[config.mk]
export PLATFORM = sky130hd
export DESIGN_NAME = jrfp_join_reg
export DESIGN_NICKNAME = d
export VERILOG_FILES = /design/src/rtl/jrfp_pkg.sv /design/src/rtl/jrfp_buf.sv /design/src/rtl/jrfp_join_reg.sv /design/src/rtl/jrfp_tick.sv
export VERILOG_INCLUDE_DIRS = /design/src /design/src/rtl
export SDC_FILE = /design/constraint.sdc
export NUM_CORES = 2
export LEC_CHECK = 0
export BUFFER_PORTS_ARGS = -buffer_cell sky130_fd_sc_hd__buf_2
export CAP_MARGIN = 10
export CORE_MARGIN = 4
export CORE_UTILIZATION = 35
export CTS_CLUSTER_SIZE = 30
export DETAILED_ROUTE_END_ITERATION = 6
export PLACE_DENSITY_LB_ADDON = 0.3
export SLEW_MARGIN = 20
export SYNTH_ARGS = -nofsm -noshare
export SYNTH_HDL_FRONTEND = slang
export SYNTH_HIERARCHICAL = 1
export SYNTH_SLANG_ARGS = --single-unit
export TNS_END_PERCENT = 1
[constraint.sdc]
create_clock -name clk -period 13.5 [get_ports clk]
set_input_delay 0 -clock clk [delete_from_list [all_inputs] [get_ports clk]]
set_output_delay 0 -clock clk [all_outputs]
set_load 0.01 [all_outputs]
[src/rtl/jrfp_defines.svh]
/*
  Constants of the join registration frame parser: bytes, offsets,
  limits, register map, reset values and timing.
  Assumes inclusion by bare name from the rtl folder.
*/
`ifndef JRFP_DEFINES_SVH
`define JRFP_DEFINES_SVH
`define JRFP_SOF       8'h7E
`define JRFP_TYPE_REG  8'h24
`define JRFP_TYPE_STAT 8'hA4
`define JRFP_CSUM_OK   8'hFF
`define JRFP_POS_TYPE  6'h03
`define JRFP_POS_ID    6'h04
`define JRFP_POS_ADR0  6'h05
`define JRFP_POS_ADR7  6'h0C
`define JRFP_POS_OPT   6'h0F
`define JRFP_POS_KEY   6'h10
`define JRFP_LEN_MIN   16'h000D
`define JRFP_LEN_MAX   16'h001F
`define JRFP_LINK_MAX  5'h10
`define JRFP_IC_MAX    5'h12
`define JRFP_CRC_LEN   5'h02
`define JRFP_OPT_KT    0
`define JRFP_EO_DIST   2'h0
`define JRFP_WILD      64'hFFFF_FFFF_FFFF_FFFF
`define JRFP_ST_OK     8'h00
`define JRFP_ST_FAIL   8'h01
`define JRFP_A_CTRL    8'h00
`define JRFP_A_EXP     8'h04
`define JRFP_A_STAT    8'h08
`define JRFP_A_OKCNT   8'h0C
`define JRFP_A_BADCNT  8'h10
`define JRFP_CTRL_RST  2'h0
`define JRFP_EXP_RST   16'h012C
`define JRFP_TICK_S    1
`define JRFP_CLK_HZ    100000000
`define JRFP_SEC_CYC   (`JRFP_TICK_S * `JRFP_CLK_HZ)
`endif

[src/rtl/jrfp_pkg.sv]
/*
  Types of the join registration frame parser.
  Assumes nothing of its surroundings.
*/
package jrfp_pkg;
  typedef enum logic [2:0] {
    ST_SOF, ST_LHI, ST_LLO, ST_BODY, ST_CSUM, ST_ACT, ST_RSP
  } jrfp_state_t;
  typedef enum logic {OP_ADD, OP_DEL} jrfp_op_t;
endpackage : jrfp_pkg

[src/rtl/jrfp_buf.sv]
/*
  Small FIFO with valid and ready on both sides.
  Assumes DEPTH is a power of two, one clock, synchronous reset.
*/
`timescale 1ns/1ns
module jrfp_buf #(
  parameter int W     = 8,
  parameter int DEPTH = 2
) (
  input  wire logic         clk,
  input  wire logic         rst_n,
  input  wire logic         in_valid,
  input  wire logic [W-1:0] in_data,
  output logic              in_ready,
  output logic              out_valid,
  input  wire logic         out_ready,
  output logic [W-1:0]      out_data
);
  localparam int AW = (DEPTH > 1) ? $clog2(DEPTH) : 1;
  localparam logic [AW:0] FULL = (AW+1)'(DEPTH);
  logic [W-1:0]  mem_q [DEPTH];
  logic [AW-1:0] wp_q;
  logic [AW-1:0] rp_q;
  logic [AW:0]   cnt_q;
  logic          push;
  logic          pop;

  assign in_ready  = cnt_q != FULL;
  assign out_valid = cnt_q != '0;
  assign out_data  = mem_q[rp_q];
  assign push      = in_valid && in_ready;
  assign pop       = out_valid && out_ready;

  always_ff @(posedge clk) begin
    if (push) begin
      mem_q[wp_q] <= in_data;
    end
  end

  always_ff @(posedge clk) begin
    if (!rst_n) begin
      wp_q  <= '0;
      rp_q  <= '0;
      cnt_q <= '0;
    end else begin
      if (push) wp_q <= wp_q + 1'b1;
      if (pop) rp_q <= rp_q + 1'b1;
      if (push && !pop) cnt_q <= cnt_q + 1'b1;
      else if (pop && !push) cnt_q <= cnt_q - 1'b1;
    end
  end
endmodule : jrfp_buf

[src/rtl/jrfp_join_reg.sv]
/*
  Parser and actor for the joining device registration request,
  with a small table of registrant entries and expiry.
  Assumes a byte stream from logic on the same clock, a plain
  register port, and a consumer for commands and status answers.
*/
// Chosen here: the plain strobed port and the address map.
`timescale 1ns/1ns
`include "jrfp_defines.svh"
// Notes on behaviour
// [RULE_01] Frame opens with one start byte
// [RULE_02] Length counts bytes before the checksum
// [RULE_03] Type byte 0x24 selects registration
// [RULE_04] Host frame id echoed in answer
// [RULE_05] Zero frame id means no answer
// [RULE_06] Host puts registrant address at offset five
// [RULE_07] Host fills reserved field with FFFE
// [RULE_08] Option bit zero picks key type
// [RULE_09] Host zeroes unassigned option bits
// [RULE_10] Link key holds at most sixteen bytes
// [RULE_11] Install code plus CRC, either order
// [RULE_12] Host copies install code unchanged
// [RULE_13] Checksum is FF minus byte sum
// [RULE_14] Nonzero id gets status answer 0xA4
// [RULE_15] Distributed mode: empty key deletes entry
// [RULE_16] Centralized mode: entries expire after timeout
// [RULE_17] All-ones address is single wildcard
// [RULE_18] Timed entry cleared when node joins
// [RULE_19] Bad checksum or length is discarded
module jrfp_join_reg #(
  parameter int ENT     = 4,
  parameter int SEC_CYC = `JRFP_SEC_CYC
) (
  input  wire logic          clk,
  input  wire logic          rst_n,
  input  wire logic          in_valid,
  input  wire logic [7:0]    in_data,
  output logic               in_ready,
  input  wire logic [7:0]    reg_addr,
  input  wire logic [31:0]   reg_wdata,
  input  wire logic          reg_wr,
  input  wire logic          reg_rd,
  output logic [31:0]        reg_rdata,
  input  wire logic          join_valid,
  input  wire logic [63:0]   join_addr,
  output logic               cmd_valid,
  output jrfp_pkg::jrfp_op_t cmd_op,
  output logic [63:0]        cmd_addr,
  output logic               cmd_key_type,
  output logic [4:0]         cmd_key_len,
  output logic [143:0]       cmd_key,
  output logic               rsp_valid,
  input  wire logic          rsp_ready,
  output logic [7:0]         rsp_type,
  output logic [7:0]         rsp_id,
  output logic [7:0]         rsp_status
);
  jrfp_pkg::jrfp_state_t state_q;
  logic [7:0]   b_data;
  logic         b_valid;
  logic         b_ready;
  logic         tk;
  logic         tick;
  logic [7:0]   lhi_q;
  logic [15:0]  len_q;
  logic [15:0]  len_w;
  logic [5:0]   pos_q;
  logic [7:0]   sum_q;
  logic [7:0]   csum_w;
  logic         last_w;
  logic [7:0]   type_q;
  logic [7:0]   id_q;
  logic [63:0]  addr_q;
  logic [7:0]   opt_q;
  logic [143:0] key_q;
  logic [4:0]   kidx_w;
  logic [4:0]   klen_w;
  logic [1:0]   eo_q;
  logic [15:0]  exp_q;
  logic [15:0]  okc_q;
  logic [15:0]  badc_q;
  logic         act;
  logic         is_del;
  logic         is_wild;
  logic         klen_ok;
  logic         ok_w;
  logic         hit;
  logic         free_hit;
  logic         wild_hit;
  logic [$clog2(ENT)-1:0] match_w;
  logic [$clog2(ENT)-1:0] free_w;
  logic [ENT-1:0] ent_v;
  logic [ENT-1:0] ent_t;
  logic [63:0]    ent_a [ENT];
  logic [15:0]    ent_s [ENT];

  jrfp_buf #(
    .W     (8),
    .DEPTH (2)
  ) u_buf (
    .clk       (clk),
    .rst_n     (rst_n),
    .in_valid  (in_valid),
    .in_data   (in_data),
    .in_ready  (in_ready),
    .out_valid (b_valid),
    .out_ready (b_ready),
    .out_data  (b_data)
  );

  jrfp_tick #(
    .CYC (SEC_CYC)
  ) u_tick (
    .clk   (clk),
    .rst_n (rst_n),
    .tick  (tick)
  );

  // Stall the stream while acting or while an answer waits
  assign b_ready = state_q != jrfp_pkg::ST_ACT &&
                   state_q != jrfp_pkg::ST_RSP;
  assign tk      = b_valid && b_ready;
  assign len_w   = {lhi_q, b_data};
  assign csum_w  = sum_q + b_data;
  // [RULE_02] Last body byte
  assign last_w  = {10'h000, pos_q} == len_q + 16'h0002;
  assign kidx_w  = 5'(pos_q - `JRFP_POS_KEY);
  assign klen_w  = 5'(len_q - `JRFP_LEN_MIN);
  assign act     = state_q == jrfp_pkg::ST_ACT;
  assign is_del  = klen_w == 5'h00;
  assign is_wild = addr_q == `JRFP_WILD;
  assign rsp_valid = state_q == jrfp_pkg::ST_RSP;
  assign rsp_type  = `JRFP_TYPE_STAT;

  always_ff @(posedge clk) begin
    if (!rst_n) begin
      state_q <= jrfp_pkg::ST_SOF;
    end else begin
      case (state_q)
        // [RULE_01] Wait for start byte
        jrfp_pkg::ST_SOF:
          if (tk && b_data == `JRFP_SOF) state_q <= jrfp_pkg::ST_LHI;
        jrfp_pkg::ST_LHI:
          if (tk) state_q <= jrfp_pkg::ST_LLO;
        // [RULE_19] Length out of range dropped
        jrfp_pkg::ST_LLO:
          if (tk) begin
            if (len_w < `JRFP_LEN_MIN || len_w > `JRFP_LEN_MAX)
              state_q <= jrfp_pkg::ST_SOF;
            else state_q <= jrfp_pkg::ST_BODY;
          end
        jrfp_pkg::ST_BODY:
          if (tk && last_w) state_q <= jrfp_pkg::ST_CSUM;
        // [RULE_03] Foreign types dropped
        // [RULE_13] Checksum and type gate action
        jrfp_pkg::ST_CSUM:
          if (tk) begin
            if (csum_w == `JRFP_CSUM_OK && type_q == `JRFP_TYPE_REG)
              state_q <= jrfp_pkg::ST_ACT;
            else state_q <= jrfp_pkg::ST_SOF;
          end
        // [RULE_05] Zero id skips the answer
        jrfp_pkg::ST_ACT:
          if (id_q != 8'h00) state_q <= jrfp_pkg::ST_RSP;
          else state_q <= jrfp_pkg::ST_SOF;
        jrfp_pkg::ST_RSP:
          if (rsp_ready) state_q <= jrfp_pkg::ST_SOF;
        default: state_q <= jrfp_pkg::ST_SOF;
      endcase
    end
  end

  always_ff @(posedge clk) begin
    if (!rst_n) begin
      lhi_q <= 8'h00;
      len_q <= 16'h0000;
    end else if (tk && state_q == jrfp_pkg::ST_LHI) begin
      lhi_q <= b_data;
    end else if (tk && state_q == jrfp_pkg::ST_LLO) begin
      len_q <= len_w;
    end
  end

  always_ff @(posedge clk) begin
    if (!rst_n) begin
      pos_q <= `JRFP_POS_TYPE;
      sum_q <= 8'h00;
    // Sum kept through CSUM: a gap before the checksum byte is legal
    end else if (state_q != jrfp_pkg::ST_BODY &&
                 state_q != jrfp_pkg::ST_CSUM) begin
      pos_q <= `JRFP_POS_TYPE;
      sum_q <= 8'h00;
    end else if (tk) begin
      pos_q <= pos_q + 6'h01;
      sum_q <= csum_w;
    end
  end

  // [RULE_06] Fields captured by byte position
  always_ff @(posedge clk) begin
    if (!rst_n) begin
      type_q <= 8'h00;
      id_q   <= 8'h00;
      addr_q <= 64'h0;
      opt_q  <= 8'h00;
      key_q  <= 144'h0;
    end else if (tk && state_q == jrfp_pkg::ST_BODY) begin
      if (pos_q == `JRFP_POS_TYPE) type_q <= b_data;
      // [RULE_04] Keep id for the answer
      if (pos_q == `JRFP_POS_ID) id_q <= b_data;
      if (pos_q >= `JRFP_POS_ADR0 && pos_q <= `JRFP_POS_ADR7)
        addr_q <= {addr_q[55:0], b_data};
      // Reserved field is not checked
      if (pos_q == `JRFP_POS_OPT) opt_q <= b_data;
      if (pos_q >= `JRFP_POS_KEY) key_q[{kidx_w, 3'h0} +: 8] <= b_data;
    end
  end

  always_comb begin
    hit      = 1'b0;
    free_hit = 1'b0;
    wild_hit = 1'b0;
    match_w  = '0;
    free_w   = '0;
    for (int i = ENT - 1; i >= 0; i--) begin
      if (ent_v[i] && ent_a[i] == addr_q) begin
        hit     = 1'b1;
        match_w = ($clog2(ENT))'(i);
      end
      if (!ent_v[i]) begin
        free_hit = 1'b1;
        free_w   = ($clog2(ENT))'(i);
      end
      if (ent_v[i] && ent_a[i] == `JRFP_WILD) wild_hit = 1'b1;
    end
  end

  // [RULE_08] Key type from option bit zero only
  // [RULE_10] Link key up to sixteen bytes
  // [RULE_11] CRC passed as is, any byte order
  always_comb begin
    if (opt_q[`JRFP_OPT_KT])
      klen_ok = klen_w > `JRFP_CRC_LEN && klen_w <= `JRFP_IC_MAX;
    else klen_ok = klen_w <= `JRFP_LINK_MAX;
  end

  // [RULE_15] Delete only in distributed mode
  // [RULE_17] Second wildcard refused
  always_comb begin
    if (is_del) ok_w = eo_q == `JRFP_EO_DIST && hit;
    else ok_w = klen_ok && !(is_wild && wild_hit) && (hit || free_hit);
  end

  genvar g;
  generate
    for (g = 0; g < ENT; g++) begin : g_ent
      logic wr_e;
      logic clr_e;
      logic join_e;
      assign wr_e   = act && ok_w && !is_del &&
                      (hit ? match_w == g : free_w == g);
      assign clr_e  = act && ok_w && is_del && match_w == g;
      assign join_e = ent_v[g] && ent_t[g] && join_valid &&
                      join_addr == ent_a[g];
      always_ff @(posedge clk) begin
        if (!rst_n) begin
          ent_v[g] <= 1'b0;
          ent_t[g] <= 1'b0;
          ent_a[g] <= 64'h0;
          ent_s[g] <= 16'h0000;
        end else if (wr_e) begin
          // [RULE_16] Timed unless distributed
          ent_v[g] <= 1'b1;
          ent_t[g] <= eo_q != `JRFP_EO_DIST;
          ent_a[g] <= addr_q;
          ent_s[g] <= exp_q;
        end else if (clr_e) begin
          ent_v[g] <= 1'b0;
        // [RULE_18] Join clears a timed entry
        end else if (join_e) begin
          ent_v[g] <= 1'b0;
        // [RULE_16] Count seconds down to expiry
        end else if (ent_v[g] && ent_t[g] && tick) begin
          if (ent_s[g] <= 16'h0001) ent_v[g] <= 1'b0;
          ent_s[g] <= ent_s[g] - 16'h0001;
        end
      end

    end
  endgenerate

  always_ff @(posedge clk) begin
    if (!rst_n) begin
      cmd_valid    <= 1'b0;
      cmd_op       <= jrfp_pkg::OP_ADD;
      cmd_addr     <= 64'h0;
      cmd_key_type <= 1'b0;
      cmd_key_len  <= 5'h00;
      cmd_key      <= 144'h0;
    end else begin
      cmd_valid <= act && ok_w;
      if (act && ok_w) begin
        cmd_op       <= is_del ? jrfp_pkg::OP_DEL : jrfp_pkg::OP_ADD;
        cmd_addr     <= addr_q;
        cmd_key_type <= opt_q[`JRFP_OPT_KT];
        cmd_key_len  <= klen_w;
        cmd_key      <= key_q;
      end
    end
  end

  // [RULE_14] Status answer with echoed id
  always_ff @(posedge clk) begin
    if (!rst_n) begin
      rsp_id     <= 8'h00;
      rsp_status <= `JRFP_ST_OK;
    end else if (act) begin
      rsp_id     <= id_q;
      rsp_status <= ok_w ? `JRFP_ST_OK : `JRFP_ST_FAIL;
    end
  end

  always_ff @(posedge clk) begin
    if (!rst_n) begin
      okc_q  <= 16'h0000;
      badc_q <= 16'h0000;
    end else begin
      if (act) okc_q <= okc_q + 16'h0001;
      if (tk && state_q == jrfp_pkg::ST_CSUM &&
          csum_w != `JRFP_CSUM_OK)
        badc_q <= badc_q + 16'h0001;
    end
  end

  always_ff @(posedge clk) begin
    if (!rst_n) begin
      eo_q  <= `JRFP_CTRL_RST;
      exp_q <= `JRFP_EXP_RST;
    end else if (reg_wr) begin
      if (reg_addr == `JRFP_A_CTRL) eo_q <= reg_wdata[1:0];
      else if (reg_addr == `JRFP_A_EXP) exp_q <= reg_wdata[15:0];
    end
  end

  // Read data holds only in the cycle after the strobe
  always_ff @(posedge clk) begin
    if (!rst_n || !reg_rd) reg_rdata <= 32'h0;
    else if (reg_addr == `JRFP_A_CTRL) reg_rdata <= {30'h0, eo_q};
    else if (reg_addr == `JRFP_A_EXP) reg_rdata <= {16'h0, exp_q};
    else if (reg_addr == `JRFP_A_STAT)
      reg_rdata <= {{(31-ENT){1'b0}}, wild_hit, ent_v};
    else if (reg_addr == `JRFP_A_OKCNT) reg_rdata <= {16'h0, okc_q};
    else if (reg_addr == `JRFP_A_BADCNT) reg_rdata <= {16'h0, badc_q};
    else reg_rdata <= 32'h0;
  end
endmodule : jrfp_join_reg

[src/rtl/jrfp_tick.sv]
/*
  One-cycle tick every CYC clock cycles.
  Assumes one clock, synchronous active-low reset.
*/
`timescale 1ns/1ns
module jrfp_tick #(
  parameter int CYC = 100000000
) (
  input  wire logic clk,
  input  wire logic rst_n,
  output logic      tick
);
  localparam int W = $clog2(CYC + 1);
  localparam logic [W-1:0] LAST = W'(CYC - 1);
  logic [W-1:0] cnt_q;

  assign tick = cnt_q == LAST;

  always_ff @(posedge clk) begin
    if (!rst_n) cnt_q <= '0;
    else if (tick) cnt_q <= '0;
    else cnt_q <= cnt_q + 1'b1;
  end
endmodule : jrfp_tick
==> impl_metrics.py <==
metrics = {
    "outcome": {
        "status": "finished with violations",
        "violations": "design-rule violations",
    },
    "global_route": {
        "grtUsageMet2_pct": 44.5,
        "grt_pass1_vias": 38200,
        "grtUsageMet1_pct": 37.4,
        "grt_usage_pct": 29.1,
        "grt_util_met3_pct": 7.37,
        "grt-busiest-layer": "met2",
        "grt_pass1_wl_um": 287000,
        "antenna_found_initial": 5,
        "grt-ovfl-total": 0,
        "grt_max_degree": 115,
    },
    "setup_path": {
        "cp_cell_sequence": "xor2_1 > nor4_1 > nand4_1 > nor3_1 > a22oi_1 > nor3b_2 > buf_4 > o31ai_4 > buf_4",
        "startpoint": "addr_q[30]$_SDFFE_PN0P_",
        "r2r_start": "addr_q[30]$_SDFFE_PN0P_",
        "cp-start-kind": "flip-flop",
        "critPathCaptureType": "flip-flop",
        "regToRegSetupSlack_ps": 7580,
        "worstPathRequired_ps": 13830,
        "max_stage_delay_ps": 880,
        "worst-setup-path-type": "reg2reg",
        "critPathSlowestCell": "dfxtp_1",
        "crit_fanout": 65,
        "cpMostUsedCell": "buf_4",
        "arrival_ps": 6250,
    },
    "floorplan": {
        "dieArea_um2": 138000,
        "core.rowCount": 133,
        "initial_core_util_pct": 35.3,
        "core-area_um2": 132000,
        "fp.dieW_um": 372,
        "die_y_um": 372,
        "top_level_ports": 393,
    },
    "drt": {
        "routed_via_density": 5.61,
        "antenna_left": 0,
        "vias": 40000,
        "wl_per_cell_um": 29.2,
        "wl_um": 208000,
        "drc_errors": 1,
        "drt_iter0_drc": 4694,
        "dr.pass1.iters": 7,
    },
    "pwr": {
        "powerDensity_nw_per_um2": 122,
        "p_leak_uw": 0.0202,
        "peakVddDrop_mv": 0.0902,
    },
    "yosys": {
        "synth_ff_type": "dfxtp_1",
        "yosysMostFrequentCell": "nand2_1",
        "ys_ff_latch": 933,
        "syn_avg_cell_area_um2": 9.28,
        "yosysSeqAreaShare_pct": 47.5,
        "synth_cell_type_count": 88,
        "synth_edf_count": 336,
        "yosysTopAreaCellShare_pct": 25.8,
        "syn_area_um2": 46400,
        "synth_common_cells": "nand2_1, dfxtp_1, edfxtp_1, mux2i_1, xnor2_1",
        "async_reset_ff_share_pct": 0,
        "synth_cells": 5000,
        "yosys_warnings": 6,
        "synth.largest_area_cell": "dfxtp_1",
        "synth_area_leaders": "dfxtp_1, edfxtp_1, nand2_1",
    },
    "sta": {
        "fmax_mhz": 169,
        "whs_ps": 43.9,
        "rsz0062_at_grt": "no",
        "fin_tns_setup_ps": 0,
        "tightest_slew_ps": 1180,
        "slew_headroom_pct": 21.4,
        "min_period_over_period_pct": 43.9,
        "setup_violations": 0,
        "min_period_ps": 5920,
        "slew_violations": 0,
        "hold_violations": 0,
        "finClkSkew_ps": 35.6,
    },
    "cells_and_area": {
        "syn_to_final_growth_pct": 15.9,
        "nFillCells": 13100,
        "final-seq-area_um2": 22000,
        "multi_input_area_um2": 22200,
        "final_net_count": 5420,
        "final_util_pct": 40.9,
        "drive_gt1_share_pct": 12.7,
        "stdcell_area_um2": 53800,
    },
    "clock_network": {
        "worstSkewPairLatency_ps": 740,
        "clk_path_buf_depth": 3,
        "cts.clk_slew.worst_paths_ps": 60,
        "clkSinkCount": 933,
        "ctsHtreeMaxLevel": 3,
        "cts_buffers": 103,
        "cts-root-buf": "clkbuf_16",
        "tritoncts": "done",
    },
    "worst_hold_path": {
        "worstHoldPathType": "in2reg",
        "hold_start": "in_data[0]",
    },
    "place": {
        "dp_hpwl_um": 148000,
        "dpl-instance-area_um2": 49500,
        "place.gp.congestion": 1.11,
        "io_buffers": 345,
    },
    "run": {
        "drv_cap": 0,
    },
}
worst paths after layout:
check	to	depth (start not counted)
hold / removal	u_buf/mem_q[1][0]$_DFFE_PP_	2
setup / recovery	ent_a[2][21]$_SDFFCE_PN0P_	9
hold reg to reg	cmd_key[77]$_SDFFE_PN0N_	2
setup reg to reg	ent_a[2][21]$_SDFFCE_PN0P_	9
critical path, delay by kind of cell, from the launching register on:
kind / cells / cell delay [ps]
AO/OA/AOI/OAI: 2 / 1300
buffers and inverters: 2 / 1060
flip-flops: 1 / 880
AND/OR/NAND/NOR: 4 / 1890
XOR/XNOR: 1 / 220
metal layers:
metal  vias up  wire (um)
li1      17900          -
met1     19500      82600
met2      2099      90500
met3       521      20300
met4         2      14300
met5         -         13
cell type report:
class	instances	share of cell area (%)
Multi-Input combinational cell	3568	41.3
Sequential cell	933	41.0
Timing Repair Buffer	521	6.06
Clock buffer	152	5.57
Tap cell	1755	4.08
Inverter	144	1.02
Clock inverter	41	0.940
Antenna cell	4	0.0186
sequential cells by signal, summed over array words and instances, names as in the netlist, 4 cells and up, named ones only:
signal / cells
ent_a: 256
cmd_key: 144
key_q: 144
addr_q: 64
cmd_addr: 64
ent_s: 64
u_tick/cnt_q: 27
badc_q: 16
exp_q: 16
len_q: 16
okc_q: 16
reg_rdata: 16
u_buf/mem_q: 16
id_q: 8
lhi_q: 8
rsp_id: 8
sum_q: 8
type_q: 8
pos_q: 6
cmd_key_len: 5
ent_t: 4
ent_v: 4
report_power, final:
part	internal [uW]	leakage [uW]	switching, uW	total, uW
clock	1710	0.00170	1230	2950
sequential	2960	0.00826	73.5	3030
combinational	154	0.0102	410	564
total	4830	0.0202	1720	6540
per-stage QoR:
step	setup WS (ps)	total power, uW	instances
2_1_floorplan	9240	3360	5029
3_3_place_gp	7750	3640	6847
3_5_place_dp	7740	3640	6847
4_1_cts	7710	6570	7114
5_1_grt	7570	6730	7114
6_report	7580	6540	7118
timing repair:
| action | 4_1_cts | 5_1_grt |
|---|---|---|
| hold buffers | 74 | 0 |
| setup buffers | 0 | 0 |
| setup endpoints to repair | 0 | 0 |
| endpoints found under the hold margin | 96 | 0 |
| resized for setup | 0 | 0 |
cells in the final DEF (no fill, tap or decap), types with 74 or more instances in the layout:
cell type,count
nand2_1,895
dfxtp_1,596
buf_2,344
edfxtp_1,336
mux2i_1,312
xnor2_1,291
nor2_1,287
xor2_1,279
nor3_1,249
a21oi_1,238
nand4_1,209
inv_1,142
nor4_1,134
nand3_1,122
clkbuf_16,106
buf_4,100
dlygate4sd3_1,74
kinds of logic after synthesis:
family | synth area share, %
and+or+nand+nor | 22.0
DFF | 47.5
xor gates and xnor gates | 10.8
buffers and inverters | 5.08
AOI/OAI and AO/OA | 6.83
muxes | 6.97
adders and majority gates | 0.847
other | 0.0162
Note: power is estimated with default switching activity, not from simulation.
